## config.mk

```make
export PLATFORM = sky130hd
export DESIGN_NAME = sef_status_filter
export DESIGN_NICKNAME = d
export VERILOG_FILES = /design/src/rtl/sef_error_queue.v /design/src/rtl/sef_status_filter.v
export VERILOG_INCLUDE_DIRS = /design/src /design/src/shared
export SDC_FILE = /design/constraint.sdc
export NUM_CORES = 1
export LEC_CHECK = 0
export BUFFER_PORTS_ARGS = -buffer_cell sky130_fd_sc_hd__buf_2
export CORE_UTILIZATION = 38
export DETAILED_ROUTE_END_ITERATION = 16
export PLACE_DENSITY_LB_ADDON = 0.2
export SKIP_LAST_GASP = 1
export SYNTH_ARGS = -nofsm -noshare
export SYNTH_HDL_FRONTEND = slang
export SYNTH_HIERARCHICAL = 1
export SYNTH_SLANG_ARGS = --single-unit
```

## constraint.sdc

```tcl
create_clock -name CLK_IN -period 5 [get_ports CLK_IN]
set_clock_uncertainty 0.2 [all_clocks]
set_input_delay 0 -clock CLK_IN [delete_from_list [all_inputs] [get_ports CLK_IN]]
set_output_delay 0 -clock CLK_IN [all_outputs]
set_load 0.03 [all_outputs]
```

## src/shared/sef_defs.vh

```
`ifndef SEF_DEFS_VH
`define SEF_DEFS_VH
// Register width of the operation status set
`define SEF_WIDTH 16
// Error queue entry width and depth
`define SEF_ERR_W 16
`define SEF_ERR_DEPTH 8
`define SEF_ERR_PTR_W 3
// Value answered by an empty error queue (no error)
`define SEF_ERR_NONE 16'h0000
// Filter reset values after preset
`define SEF_PTR_PRESET_BIT 1'b1
`define SEF_NTR_PRESET_BIT 1'b0
`endif

```

## src/rtl/sef_error_queue.v

```verilog
`timescale 1ns/1ps
`include "sef_defs.vh"
// Error/event queue: pushed by device logic, popped by the error query
module sef_error_queue #(
  parameter W = `SEF_ERR_W,
  parameter DEPTH = `SEF_ERR_DEPTH,
  parameter PW = `SEF_ERR_PTR_W
) (
  input wire clk_in,
  input wire clr_in,
  input wire push_in,
  input wire [W-1:0] push_data_in,
  input wire pop_in,
  output reg [W-1:0] pop_data_out,
  output reg pop_valid_out,
  output reg [PW:0] count_out
);
  // Entry storage
  reg [W-1:0] mem_r [0:DEPTH-1];
  reg [PW-1:0] wr_ptr_r;
  reg [PW-1:0] rd_ptr_r;
  wire full = (count_out == DEPTH[PW:0]);
  wire empty = (count_out == {(PW+1){1'b0}});
  wire do_pop = pop_in && !empty;
  // Push drops when full unless a pop frees a slot in the same cycle; the oldest entries are kept
  wire do_push = push_in && (!full || do_pop);
  // Pointer and count update; clear empties the queue
  always @(posedge clk_in) begin
    if (clr_in) begin
      wr_ptr_r <= {PW{1'b0}};
      rd_ptr_r <= {PW{1'b0}};
      count_out <= {(PW+1){1'b0}};
      pop_data_out <= `SEF_ERR_NONE;
      pop_valid_out <= 1'b0;
    end else begin
      pop_valid_out <= pop_in;
      if (pop_in) begin
        pop_data_out <= empty ? `SEF_ERR_NONE : mem_r[rd_ptr_r];
      end
      if (do_push) begin
        mem_r[wr_ptr_r] <= push_data_in;
        wr_ptr_r <= wr_ptr_r + {{(PW-1){1'b0}}, 1'b1};
      end
      if (do_pop) begin
        rd_ptr_r <= rd_ptr_r + {{(PW-1){1'b0}}, 1'b1};
      end
      if (do_push && !do_pop) begin
        count_out <= count_out + {{PW{1'b0}}, 1'b1};
      end else if (do_pop && !do_push) begin
        count_out <= count_out - {{PW{1'b0}}, 1'b1};
      end
    end
  end
endmodule // sef_error_queue

```

## src/rtl/sef_status_filter.v

```verilog
`timescale 1ns/1ps
`include "sef_defs.vh"
module sef_status_filter #(
  parameter W = `SEF_WIDTH,
  parameter EW = `SEF_ERR_W
) (
  // Clock and reset (reset stands for power-on)
  input wire CLK_IN,
  input wire RESET_IN,
  // Live device status, asynchronous to this clock
  input wire [W-1:0] OPER_STATUS_IN,
  // Common commands
  input wire CLEAR_STATUS_IN,
  input wire PRESET_IN,
  input wire LANG_SWITCH_IN,
  // Register writes
  input wire ENABLE_WR_IN,
  input wire PTR_WR_IN,
  input wire NTR_WR_IN,
  input wire [W-1:0] WR_DATA_IN,
  // Queries
  input wire EVENT_RD_IN,
  input wire COND_RD_IN,
  input wire ENABLE_RD_IN,
  input wire PTR_RD_IN,
  input wire NTR_RD_IN,
  input wire QUES_RD_IN,
  // Error queue feed and query
  input wire ERR_PUSH_IN,
  input wire [EW-1:0] ERR_DATA_IN,
  input wire ERR_RD_IN,
  // Query answers
  output reg [W-1:0] RD_DATA_OUT,
  output reg RD_VALID_OUT,
  output wire [EW-1:0] ERR_DATA_OUT,
  output wire ERR_VALID_OUT,
  output wire [`SEF_ERR_PTR_W:0] ERR_COUNT_OUT,
  // Live register views
  output reg [W-1:0] COND_OUT,
  output reg [W-1:0] EVENT_OUT,
  output reg [W-1:0] ENABLE_OUT,
  output reg [W-1:0] PTR_OUT,
  output reg [W-1:0] NTR_OUT,
  // Summary messages
  output reg OPER_SUMMARY_OUT,
  output reg QUES_SUMMARY_OUT
);
  // Two-stage synchroniser for the live status
  reg [W-1:0] sync1_r;
  reg [W-1:0] sync2_r;
  // Events detected this cycle
  wire [W-1:0] rise = sync2_r & ~COND_OUT;
  wire [W-1:0] fall = ~sync2_r & COND_OUT;
  wire [W-1:0] hit = (rise & PTR_OUT) | (fall & NTR_OUT);
  // Event clearing actions
  wire ev_clr = CLEAR_STATUS_IN | LANG_SWITCH_IN | EVENT_RD_IN;
  // Configuration clearing actions
  wire cfg_clr = PRESET_IN | LANG_SWITCH_IN;
  // Next event value, built below
  reg [W-1:0] event_nxt;
  // Constant used by the clearing actions below, except the filter preset values and the error queue clear
  wire [W-1:0] all_zeros = {W{1'b0}};
  // Positive filter written 0, which clears both filters
  wire ptr_zero_wr = PTR_WR_IN & (WR_DATA_IN == all_zeros);
  // Any register query strobe this cycle; the error query is not included
  wire rd_any = EVENT_RD_IN | COND_RD_IN | ENABLE_RD_IN | PTR_RD_IN | NTR_RD_IN | QUES_RD_IN;
  // Error queue empties on power-on, clear-status or mode switch
  wire errq_clr = RESET_IN | CLEAR_STATUS_IN | LANG_SWITCH_IN;
  // Synchroniser; only the second stage reads the first stage
  always @(posedge CLK_IN) begin
    if (RESET_IN) begin
      // Power-on clears both stages
      sync1_r <= all_zeros;
      sync2_r <= all_zeros;
    end else begin
      // Sample the pin, then retime once more
      sync1_r <= OPER_STATUS_IN;
      sync2_r <= sync1_r;
    end
  end
  // Condition tracks status every cycle
  always @(posedge CLK_IN) begin
    if (RESET_IN) begin
      // Power-on shows no status
      COND_OUT <= all_zeros;
    end else begin
      // One cycle behind the second stage, so hits compare both
      COND_OUT <= sync2_r;
    end
  end
  // Next event value: clear, then new hits set
  always @* begin
    // Any clearing action empties the register first
    event_nxt = ev_clr ? all_zeros : EVENT_OUT;
    // New hits are ORed in after, so they survive a read clear
    event_nxt = event_nxt | hit;
  end
  // Event register and summary
  always @(posedge CLK_IN) begin
    if (RESET_IN) begin
      // Power-on clears events and summaries
      EVENT_OUT <= all_zeros;
      OPER_SUMMARY_OUT <= 1'b0;
      QUES_SUMMARY_OUT <= 1'b0;
    end else begin
      EVENT_OUT <= event_nxt;
      // Summary follows the event value just stored
      OPER_SUMMARY_OUT <= |(event_nxt & ENABLE_OUT);
      // Questionable summary never sets
      QUES_SUMMARY_OUT <= 1'b0;
    end
  end
  // Enable register; clear-status leaves it alone
  always @(posedge CLK_IN) begin
    if (RESET_IN) begin
      // Power-on clears the mask
      ENABLE_OUT <= all_zeros;
    end else if (cfg_clr) begin
      // Preset and mode switch both clear the mask
      ENABLE_OUT <= all_zeros;
    end else if (ENABLE_WR_IN) begin
      // Writing 0 clears it, same as any write
      ENABLE_OUT <= WR_DATA_IN;
    end
  end
  // Positive filter: preset sets every bit, mode switch clears it
  always @(posedge CLK_IN) begin
    if (RESET_IN) begin
      // Power-on leaves no rising edge selected
      PTR_OUT <= all_zeros;
    end else if (LANG_SWITCH_IN) begin
      // Mode switch wins over a same-cycle preset
      PTR_OUT <= all_zeros;
    end else if (PRESET_IN) begin
      // Preset selects every rising edge
      PTR_OUT <= {W{`SEF_PTR_PRESET_BIT}};
    end else if (PTR_WR_IN) begin
      // A zero write also clears the negative filter below
      PTR_OUT <= WR_DATA_IN;
    end
  end
  // Negative filter: cleared with the positive filter, else written
  always @(posedge CLK_IN) begin
    if (RESET_IN) begin
      // Power-on leaves no falling edge selected
      NTR_OUT <= all_zeros;
    end else if (LANG_SWITCH_IN) begin
      // Mode switch clears the filter
      NTR_OUT <= all_zeros;
    end else if (PRESET_IN) begin
      // Preset deselects every falling edge
      NTR_OUT <= {W{`SEF_NTR_PRESET_BIT}};
    end else if (ptr_zero_wr) begin
      // Positive filter written 0 clears the whole filter
      NTR_OUT <= all_zeros;
    end else if (NTR_WR_IN) begin
      // Plain write of the falling-edge selection
      NTR_OUT <= WR_DATA_IN;
    end
  end
  // Query answers, one cycle after the request
  always @(posedge CLK_IN) begin
    if (RESET_IN) begin
      // Power-on leaves no answer pending
      RD_DATA_OUT <= all_zeros;
      RD_VALID_OUT <= 1'b0;
    end else begin
      // Valid pulses once per query; data holds until the next one
      RD_VALID_OUT <= rd_any;
      // One query at a time is expected; the event query wins
      if (EVENT_RD_IN) begin
        // Old value goes out while the register clears
        RD_DATA_OUT <= EVENT_OUT;
      end else if (COND_RD_IN) begin
        // Condition as it stands now
        RD_DATA_OUT <= COND_OUT;
      end else if (ENABLE_RD_IN) begin
        RD_DATA_OUT <= ENABLE_OUT;
      end else if (PTR_RD_IN) begin
        RD_DATA_OUT <= PTR_OUT;
      end else if (NTR_RD_IN) begin
        RD_DATA_OUT <= NTR_OUT;
      end else if (QUES_RD_IN) begin
        // Questionable set carries no status
        RD_DATA_OUT <= all_zeros;
      end
    end
  end
  // Error queue; pop on query, emptied by errq_clr
  // Entries pushed while full are dropped unless a query pops in the same cycle; the oldest are kept
  sef_error_queue #(
    .W(EW),
    .DEPTH(`SEF_ERR_DEPTH),
    .PW(`SEF_ERR_PTR_W)
  ) u_errq (
    .clk_in(CLK_IN),
    .clr_in(errq_clr),
    .push_in(ERR_PUSH_IN),
    .push_data_in(ERR_DATA_IN),
    .pop_in(ERR_RD_IN),
    .pop_data_out(ERR_DATA_OUT),
    .pop_valid_out(ERR_VALID_OUT),
    .count_out(ERR_COUNT_OUT)
  );
endmodule // sef_status_filter

```

# --- Word level (Yosys, flattened, before mapping) ---
# Memory sizes are Yosys's and may differ from the RTL's. A register that Yosys moved wholly into a read port is not among the register bits.
# Index checks and enable logic that the tools add are counted.
totals:
  regBits: 157
  ramBits: 128
  memories: 1
  out_inout_bits: 120
memory_table:
  columns: ["name", "words", "word_bits", "read_ports", "rd_ports_with_merged_regs", "wr", "line_no", "rtl"]
  rows:
  - ["u_errq.mem_r", 8, 16, 1, 1, 1, "sef_error_queue.v:19", "reg [W-1:0] mem_r [0:DEPTH-1];"]
op_classes:
  bitwise: 20
  reduce_logical: 18
  eq_ne: 1
  muxes: 17
  n_addsub: 4
ops:
  columns: ["op", "count"]
  rows:
  - ["$mux W16", 10]
  - ["$and A16 B16 Y16", 5]
  - ["$not A16 Y16", 2]
  - ["$or A16 B16 Y16", 2]
  - ["$logic_not A16 Y1", 1]
  - ["$reduce_or A16 Y1", 1]
  - ["$or A1 B1 Y1", 10]
  - ["$mux W4", 2]
  - ["$add A3 B1 Y3 const B", 2]
  - ["$mux W3", 2]
  - ["$reduce_bool A6 Y1", 1]
  - ["$add A4 B1 Y4 const B", 1]
  - ["$eq A4 B4 Y1 const B", 1]
  - ["$logic_and A1 B1 Y1", 4]
  - ["$logic_not A1 Y1", 4]
  - ["$logic_not A4 Y1", 1]
  - ["$reduce_bool A2 Y1", 2]
  - ["$reduce_or A2 Y1", 2]
  - ["$reduce_or A4 Y1", 1]
  - ["$sub A4 B1 Y4 const B", 1]
  - ["$mux W1", 3]
  - ["$and A1 B1 Y1", 1]
  - ["$logic_or A1 B1 Y1", 1]

# --- Depth between registers and ports, before layout ---
# Gate-level depths: netlist (run 1).
logic_depth:
  ltp_word: 9
  ltp_mapped: 11
  depth_no_buf: 10

# --- Hierarchy ---
# The synthesis (run 1) kept the hierarchy.
modules_own_cells:
  columns: ["mod", "instances", "cells_each", "seq_area_each_um2", "area_each_um2"]
  rows:
  - ["sef_error_queue", 1, 355, 4444.3, 6187.2]
  - ["sef_status_filter", 1, 596, 2602.5, 5307.6]

# --- Least setup slack after synthesis (run 1) ---
# No wires, ideal clock.
synth_path:
  path_type: "flip-flop to flip-flop"
  from: "reg u_errq.count_out[0]"
  to: "mem u_errq/mem_r[0][0] (netlist bit), enable pin"
  synth_period_minus_slack_ps: 3302
  stages_incl_launch_ff: 6
  setup_slack_ps: 1698
  required_ps: 4370
  t_arrival_ps: 2672
  path_cell_list: "dfxtp_1 or3_1 o21ai_1 inv_1 nand2b_1 nor4_1"
synth_between:
  elab_chain_cells: 8
  word_cells_on_any_way: 10
  classes_between: "eq/ne: 1; mux: 3; reduce/logical: 6"
synth_lines:
  columns: ["item", "line_no", "rtl"]
  rows:
  - ["start: declaration", "sef_error_queue.v:16", "output reg [PW:0] count_out"]
  - ["start signal: assignment", "sef_error_queue.v:32", "count_out <= {(PW+1){1'b0}};"]
  - ["start signal: assignment", "sef_error_queue.v:48", "count_out <= count_out + {{PW{1'b0}}, 1'b1};"]
  - ["start signal: assignment", "sef_error_queue.v:50", "count_out <= count_out - {{PW{1'b0}}, 1'b1};"]
  - ["$logic_not A4 Y1", "sef_error_queue.v:23", "wire empty = (count_out == {(PW+1){1'b0}});"]
  - ["$logic_not A1 Y1", "sef_error_queue.v:24", "wire do_pop = pop_in && !empty;"]
  - ["$logic_and A1 B1 Y1", "sef_error_queue.v:24", null]
  - ["$logic_or A1 B1 Y1 *", "sef_error_queue.v:26", "wire do_push = push_in && (!full || do_pop);"]
  - ["$logic_and A1 B1 Y1 *", "sef_error_queue.v:26", null]
  - ["$mux W1 *", "sef_error_queue.v:40", "if (do_push) begin"]
  - ["$mux W1 *", "sef_error_queue.v:29", "if (clr_in) begin"]
  - ["$mux W1 (not written as such) *", "sef_error_queue.v:41", "mem_r[wr_ptr_r] <= push_data_in;"]
  - ["end: declaration", "sef_error_queue.v:19", null]
# Every way passes the cells marked *; elsewhere a longest branch is shown, timed or not.

# --- Final worst setup path (run 1) ---
layout_path:
  from: "in RESET_IN"
  to: "reg NTR_OUT[1]"
layout_between:
  elab_chain_cells: 1
layout_lines:
  columns: ["item", "line_no", "rtl"]
  rows:
  - ["start: declaration", "sef_status_filter.v:9", "input wire RESET_IN,"]
  - ["$reduce_or A4 Y1 (no line)", null, null]
  - ["end signal: assignment", "sef_status_filter.v:146", "NTR_OUT <= all_zeros;"]
  - ["end signal: assignment", "sef_status_filter.v:149", "NTR_OUT <= all_zeros;"]
  - ["end signal: assignment", "sef_status_filter.v:152", "NTR_OUT <= {W{`SEF_NTR_PRESET_BIT}};"]
  - ["end: declaration", "sef_status_filter.v:43", "output reg [W-1:0] NTR_OUT,"]
# Every way passes these cells.
# A chain may end at the register's enable or synchronous reset.

==> results of run 1 <==
Yosys cell counts, drive strengths merged (9+ instances only):
cell type,instances
nor2b,67
buf,20
clkbuf,42
mux2i,60
nand2b,26
a22oi,19
mux4,21
nand2,58
a31oi,9
inv,25
o21ai,43
a221o,16
a211oi,18
dfxtp,160
edfxtp,128
nor2,76
nand3b,24
nand3,14
a21oi,75
layer usage:
metal | vias up | routed length [um] | track usage
met3 | 56 | 2250 | 0.0411
met5 | - | 0 | 0
met1 | 3992 | 14800 | 0.296
met2 | 274 | 14600 | 0.315
met4 | 0 | 917 | 0.0659
li1 | 3972 | - | -
final cells by class:
| cell class | instances | share of cell area |
|---|---|---|
| multi-input combinational | 576 | 0.276 |
| clock inverter | 14 | 0.0145 |
| clock buffer | 42 | 0.0578 |
| tap | 390 | 0.0334 |
| sequential | 288 | 0.482 |
| timing repair buffer | 285 | 0.130 |
| inverter | 25 | 0.00642 |
tightest hold or removal path: stages:
cell and delay, ns:
dlygate4sd3_1 0.52, buf_2 0.11, nor2b_1 0.11
per-stage QoR:
stage / std cells / util
floorplan: 951 / -
global placement: 1476 / 0.427
detailed placement: 1476 / 0.427
CTS: 1620 / 0.492
global route: 1620 / 0.492
finish: 1620 / 0.492
registers in the layout (all words and copies together), names as in the netlist, named ones only:
signal	cells
u_errq/mem_r	128
COND_OUT	16
ENABLE_OUT	16
EVENT_OUT	16
NTR_OUT	16
PTR_OUT	16
RD_DATA_OUT	16
sync1_r	16
sync2_r	16
u_errq/pop_data_out	16
u_errq/count_out	4
u_errq/rd_ptr_r	3
u_errq/wr_ptr_r	3
OPER_SUMMARY_OUT	1
RD_VALID_OUT	1
u_errq/pop_valid_out	1
worst min-delay path by stage:
stage	startpoint	end	slack (ns)
after floorplan	ERR_DATA_IN[0]	u_errq/mem_r[0][0]	-0.10
after global placement	OPER_STATUS_IN[5]	sync1_r[5]	0.01
after detailed placement	OPER_STATUS_IN[12]	sync1_r[12]	0.01
after CTS	OPER_STATUS_IN[2]	sync1_r[2]	0.007
after global routing	OPER_STATUS_IN[4]	sync1_r[4]	0.02
final	OPER_STATUS_IN[4]	sync1_r[4]	0.02
power by group through the flow:
| stage | clock network (uW) | registers [uW] | logic [uW] |
|---|---|---|---|
| 2_1_floorplan | 0 | 2620 | 154 |
| 3_3_place_gp | 0 | 2580 | 317 |
| 3_5_place_dp | 0 | 2580 | 320 |
| 4_1_cts | 2390 | 2530 | 375 |
| 5_1_grt | 2490 | 2540 | 405 |
| 6_report | 2350 | 2530 | 377 |
logic make-up (layout without fill, tap and decap cells):
family                     Yosys count  in the layout
other                                1              1
adders and majority gates            6              6
muxes                               82             82
and+or+nand+nor                    287            287
DFF                                288            288
buffers and inverters               87            366
AOI/OAI and AO/OA                  195            195
xor gates and xnor gates             5              5
==> results.yml, run 1 <==
outcome:
  status: "complete, no violations"
pwr:
  p_int_uw: 4090
  seqPwrFrac: 0.482
  power_frac_comb: 0.072
  p_sw_uw: 1180
  p_leak_uw: 0.00551
  p_total_uw: 5260
  swShare: 0.223
  p_per_area_nw_per_um2: 360
  clkPwrFrac: 0.447
  irDropWorstVdd_v: 0.000324
yosys:
  synth_top_area_share: 0.334
  ys_seq_area_frac: 0.613
  synth-simple-area-share: 0.131
  synth_compound_gate_area_share: 0.108
  synthArstFlopShare: 0
  synthesis.nets: 1021
  syn_avg_cell_area_um2: 12.1
  ys_top_cells_by_area: "edfxtp_1, dfxtp_1, mux2i_1"
  ys_ff_latch: 288
  synthAdderAreaFrac: 0.00718
  yosys.area.top_type: "edfxtp_1"
  ys_types: 53
  synth_ff_type: "dfxtp_1"
  synth_top_family_by_area: "simple AND/OR/NAND/NOR gates"
  synth_edf_count: 128
  ys_warn_count: 6
  synth-xor-area-share: 0.00381
  synthMuxAreaShare: 0.0993
  mappedNetlistArea_um2: 11500
  netlist_instances: 951
cells_and_area:
  fill_cells: 2676
  diodes: 0
  most-common-layout-cells: "buf_2, dfxtp_1, edfxtp_1, dlygate4sd3_1, nor2_1"
  regArea_um2: 7050
  nets: 1276
  layout_commonest_cell: "buf_2"
  multiInputGateArea_um2: 4030
  syn_to_final_growth_pct: 27.2
  postLayoutCellArea_um2: 14600
  layout-drive-gt1-share: 0.212
setup_path:
  crit_chain: "dlygate4sd3_1, buf_2, or2_1, nor2_1, o41ai_4, dlygate4sd3_1, buf_4, nor2_1, dlygate4sd3_1"
  critPathKind: "in2reg"
  startpoint_type: "input pin"
  reg2regPathDepth: 9
  arrival_ns: 3.55
  r2r_start: "u_errq/count_out[0]"
  crit_start: "RESET_IN"
  critical_path.max_stage_delay_ns: 0.73
  r2r-end: "u_errq/count_out[3]"
  worstSetupEndpointType: "register"
  cpMostUsedCell: "dlygate4sd3_1"
  worst-path-buf-inv: 5
  endpoint: "NTR_OUT[1]"
  crit_fanout: 28
  worstPathRequired_ns: 5.23
  worst-path-stages: 9
  crit_family: "buffers and inverters"
  rrSetupSlack_ns: 1.87
  cp_slowest_cell: "dlygate4sd3_1"
route:
  antenna_left: 0
  wire_per_inst_um: 20.1
  avgViaCountPerCell: 5.12
  routed_wirelength_mm: 32.6
  first_iter_violations: 651
  vias: 8294
  drt_pre_antenna_iters: 5
  drc: 0
clock_tree:
  cts_buffer_depth: 3
  numClockSinks: 288
  postCtsSetupBuffers: 0
  insertion_delay_ns: 0.55
  cts-hold-fix-buffers: 88
  clk_pin_slew_ns: 0.06
  postCtsResizedCells: 0
  cts_made_buffers: 30
  htreeDepth: 1
  cts_tree: "yes"
  clockRootBuffer: "clkbuf_16"
floorplanning:
  fp.dieH_um: 176
  start_util: 0.387
  ios: 184
  die_area_um2: 30900
  die_x_um: 176
  core_um2: 29700
  rows: 63
sta:
  drv_slew: 0
  setup_ws_ns: 1.68
  finalCriticalPeriod_ns: 3.32
  finalSetupTns_ns: 0
  setup_viol: 0
  fin_crit_sh: 0.663
  worst_slew_pin_slew_ns: 1.06
  hold_violations: 0
  max-slew-margin-rel: 0.295
  timing.hold.ws_ns: 0.0240
  fmax_ghz: 0.302
  grt_setup_unrepaired: "no"
placed_design:
  hpwlAfterDp_mm: 21.5
  place_congestion: 0.951
  place_area_um2: 12700
  post-place-ws_ns: 1.86
  io_buffers: 182
grt:
  antenna_found_initial: 0
  grt_pass1_vias: 7833
  gr-total-overflow: 0
  grt.total_usage: 0.207
  grt_max_degree: 59
  grt_pass1_wl_mm: 48.3
hold_path:
  holdCritPathClass: "in2reg"
  hold_depth: 3
run:
  drv_cap: 0
No activity file was read; power rests on OpenSTA's default activity.
==> run 2, diff against run 1 <==
clock period = 2.9 ns   (was 5 ns; I/O delays follow)
==> run 2 against run 1 <==
Effect of this change: count of clock-buffer cells in the layout rose by 5; first-iteration DRC count fell by 25%; die area did not move; via count rose by 0.34%; combinational power rose by 78%; cell area rose by 1.6%; largest cell class unchanged; non-clock buffer count rose by 26; largest power group unchanged; clock power rose by 67%; total power rose by 70%.
==> results.yml, run 2 (same netlist as run 1, synthesis figures left out) <==
route:
  dr_wl_met3_mm: 2.07
  wl_met1_mm: 14.1
  first_iter_violations: 489
  dr_wl_met2_mm: 15.2
  drt_pre_antenna_iters: 5
  vias: 8322
  antenna_left: 0
  avgViaCountPerCell: 5.05
  top_layer_used: "met4"
  wire_per_inst_um: 19.6
  drc: 0
  routed_wirelength_mm: 32.3
setup_path:
  rrSetupSlack_ns: 0.16
  r2r-end: "u_errq/count_out[3]"
  worstPathRequired_ns: 3.14
  critPathKind: "reg2reg"
  r2r_start: "u_errq/count_out[0]"
  worst-path-buf-inv: 2
  reg2regPathDepth: 10
  worstSetupEndpointType: "register"
  crit_family: "compound AO/OA/AOI/OAI gates"
  crit_start: "u_errq/count_out[0]"
  worst-path-stages: 10
  startpoint_type: "register"
  arrival_ns: 2.98
  cp_slowest_cell: "or3_1"
  crit_chain: "or3_1, o21ai_2, inv_1, ha_1, inv_1, ha_1, a21oi_2, a211oi_1, a31oi_1, mux2_2"
  crit_fanout: 4
  endpoint: "u_errq/count_out[3]"
  critical_path.max_stage_delay_ns: 0.40
clock_tree:
  cts_tree: "yes"
  clk_pin_slew_ns: 0.06
  htreeDepth: 1
  cts_made_buffers: 31
  cts_buffer_depth: 3
  clockRootBuffer: "clkbuf_16"
  numClockSinks: 288
  insertion_delay_ns: 0.56
floorplanning:
  start_util: 0.387
  rows: 63
  die_x_um: 176
  fp.dieH_um: 176
  core_um2: 29700
  die_area_um2: 30900
  ios: 184
pwr:
  irDropWorstVdd_v: 0.000420
  p_leak_uw: 0.00565
  p_per_area_nw_per_um2: 603
grt:
  grt_max_degree: 59
  grt_pass1_wl_mm: 48.8
  gr-total-overflow: 0
  antenna_found_initial: 0
  grt.total_usage: 0.208
  grt_pass1_vias: 8196
placed_design:
  hpwlAfterDp_mm: 21.6
  place_area_um2: 12800
  post-place-ws_ns: 0.106
  place_congestion: 0.800
  dp_cells: 1489
  io_buffers: 182
cells_and_area:
  utilization: 0.500
  fill_cells: 2665
  top_register: "u_errq/mem_r"
  largest_reg_flops: 128
  layout_commonest_cell: "buf_2"
  postLayoutCellArea_um2: 14900
  diodes: 0
  syn_to_final_growth_pct: 29.3
  most-common-layout-cells: "buf_2, dfxtp_1, edfxtp_1, dlygate4sd3_1, nor2_1"
  nets: 1303
  final_cells: 1648
  layout-drive-gt1-share: 0.227
sta:
  fmax_ghz: 0.365
  grt_setup_unrepaired: "yes"
  drv_slew: 0
  fin_crit_sh: 0.944
  max-slew-margin-rel: 0.521
  worst_slew_pin_slew_ns: 0.719
  finalCriticalPeriod_ns: 2.74
  timing.hold.ws_ns: 0.0140
  setup_ws_ns: 0.163
  setup_viol: 0
  hold_violations: 0
run:
  drv_cap: 0
outcome:
  status: "complete, no violations"
hold_path:
  holdCritPathClass: "in2reg"
==> run 2: changes by cell type in the layout (fill, tap and decap cells not counted), sizes merged <==
cell,change
clkinvlp,-1
clkinv,-1
dlygate4sd3,+6
bufinv,-3
buf,+20
clkbuf,+5
inv,+2
==> run 2: worst min path at each step <==
stage	from	to	slack [ns]	depth (start not counted)
detailed placement	OPER_STATUS_IN[14]	sync1_r[14]	0.01	2
finish	EVENT_RD_IN	RD_DATA_OUT[8]	0.01	4
global route	OPER_STATUS_IN[4]	sync1_r[4]	0.05	3
CTS	EVENT_RD_IN	RD_DATA_OUT[9]	0.0006	4
floorplan	ERR_DATA_IN[0]	u_errq/mem_r[0][0]	-0.10	0
global placement	OPER_STATUS_IN[1]	sync1_r[1]	0.008	2
==> run 2: worst min-delay path, cell delays in order <==
cell     delay, ns
buf_2         0.23
a221o_1       0.33
o21ai_0       0.08
a21oi_1       0.07
==> run 2: timing repair <==
item	4_1_cts	5_1_grt
endpoints found under the setup margin	0	14
resized for setup	0	2
hold endpoints to repair	266	0
buffers inserted	0	6
hold buffers	96	0
==> run 2: report_power, final <==
part / switching, uW / leakage [uW] / total [uW] / internal [uW]
sequential: 58.5 / 0.00246 / 4360 / 4300
combinational: 395 / 0.00268 / 672 / 277
clock: 1600 / 0.000513 / 3930 / 2340
==> run 2: area by class of cell <==
class / instances / area, um^2 / area share
Tap cell: 390 / 488 / 0.0328
Clock inverter: 11 / 119 / 0.00800
Timing Repair Buffer: 311 / 2150 / 0.144
Sequential cell: 288 / 7050 / 0.474
Multi-Input combinational cell: 576 / 4060 / 0.273
Inverter: 25 / 93.8 / 0.00631
Clock buffer: 47 / 907 / 0.0610
==> run 2: layer usage <==
| metal | track usage | vias to the layer above |
|---|---|---|
| li1 | - | 4031 |
| met1 | 0.274 | 3951 |
| met2 | 0.344 | 280 |
| met3 | 0.0429 | 60 |
| met4 | 0.0645 | 0 |
| met5 | 0 | - |
==> run 2: metrics by stage <==
| step | total power, uW | TNS, ns |
|---|---|---|
| 2_1_floorplan | 4790 | 0 |
| 6_report | 8970 | 0 |
| 3_3_place_gp | 5010 | 0 |
| 4_1_cts | 9040 | 0 |
| 3_5_place_dp | 5010 | 0 |
| 5_1_grt | 9280 | -0.00361 |
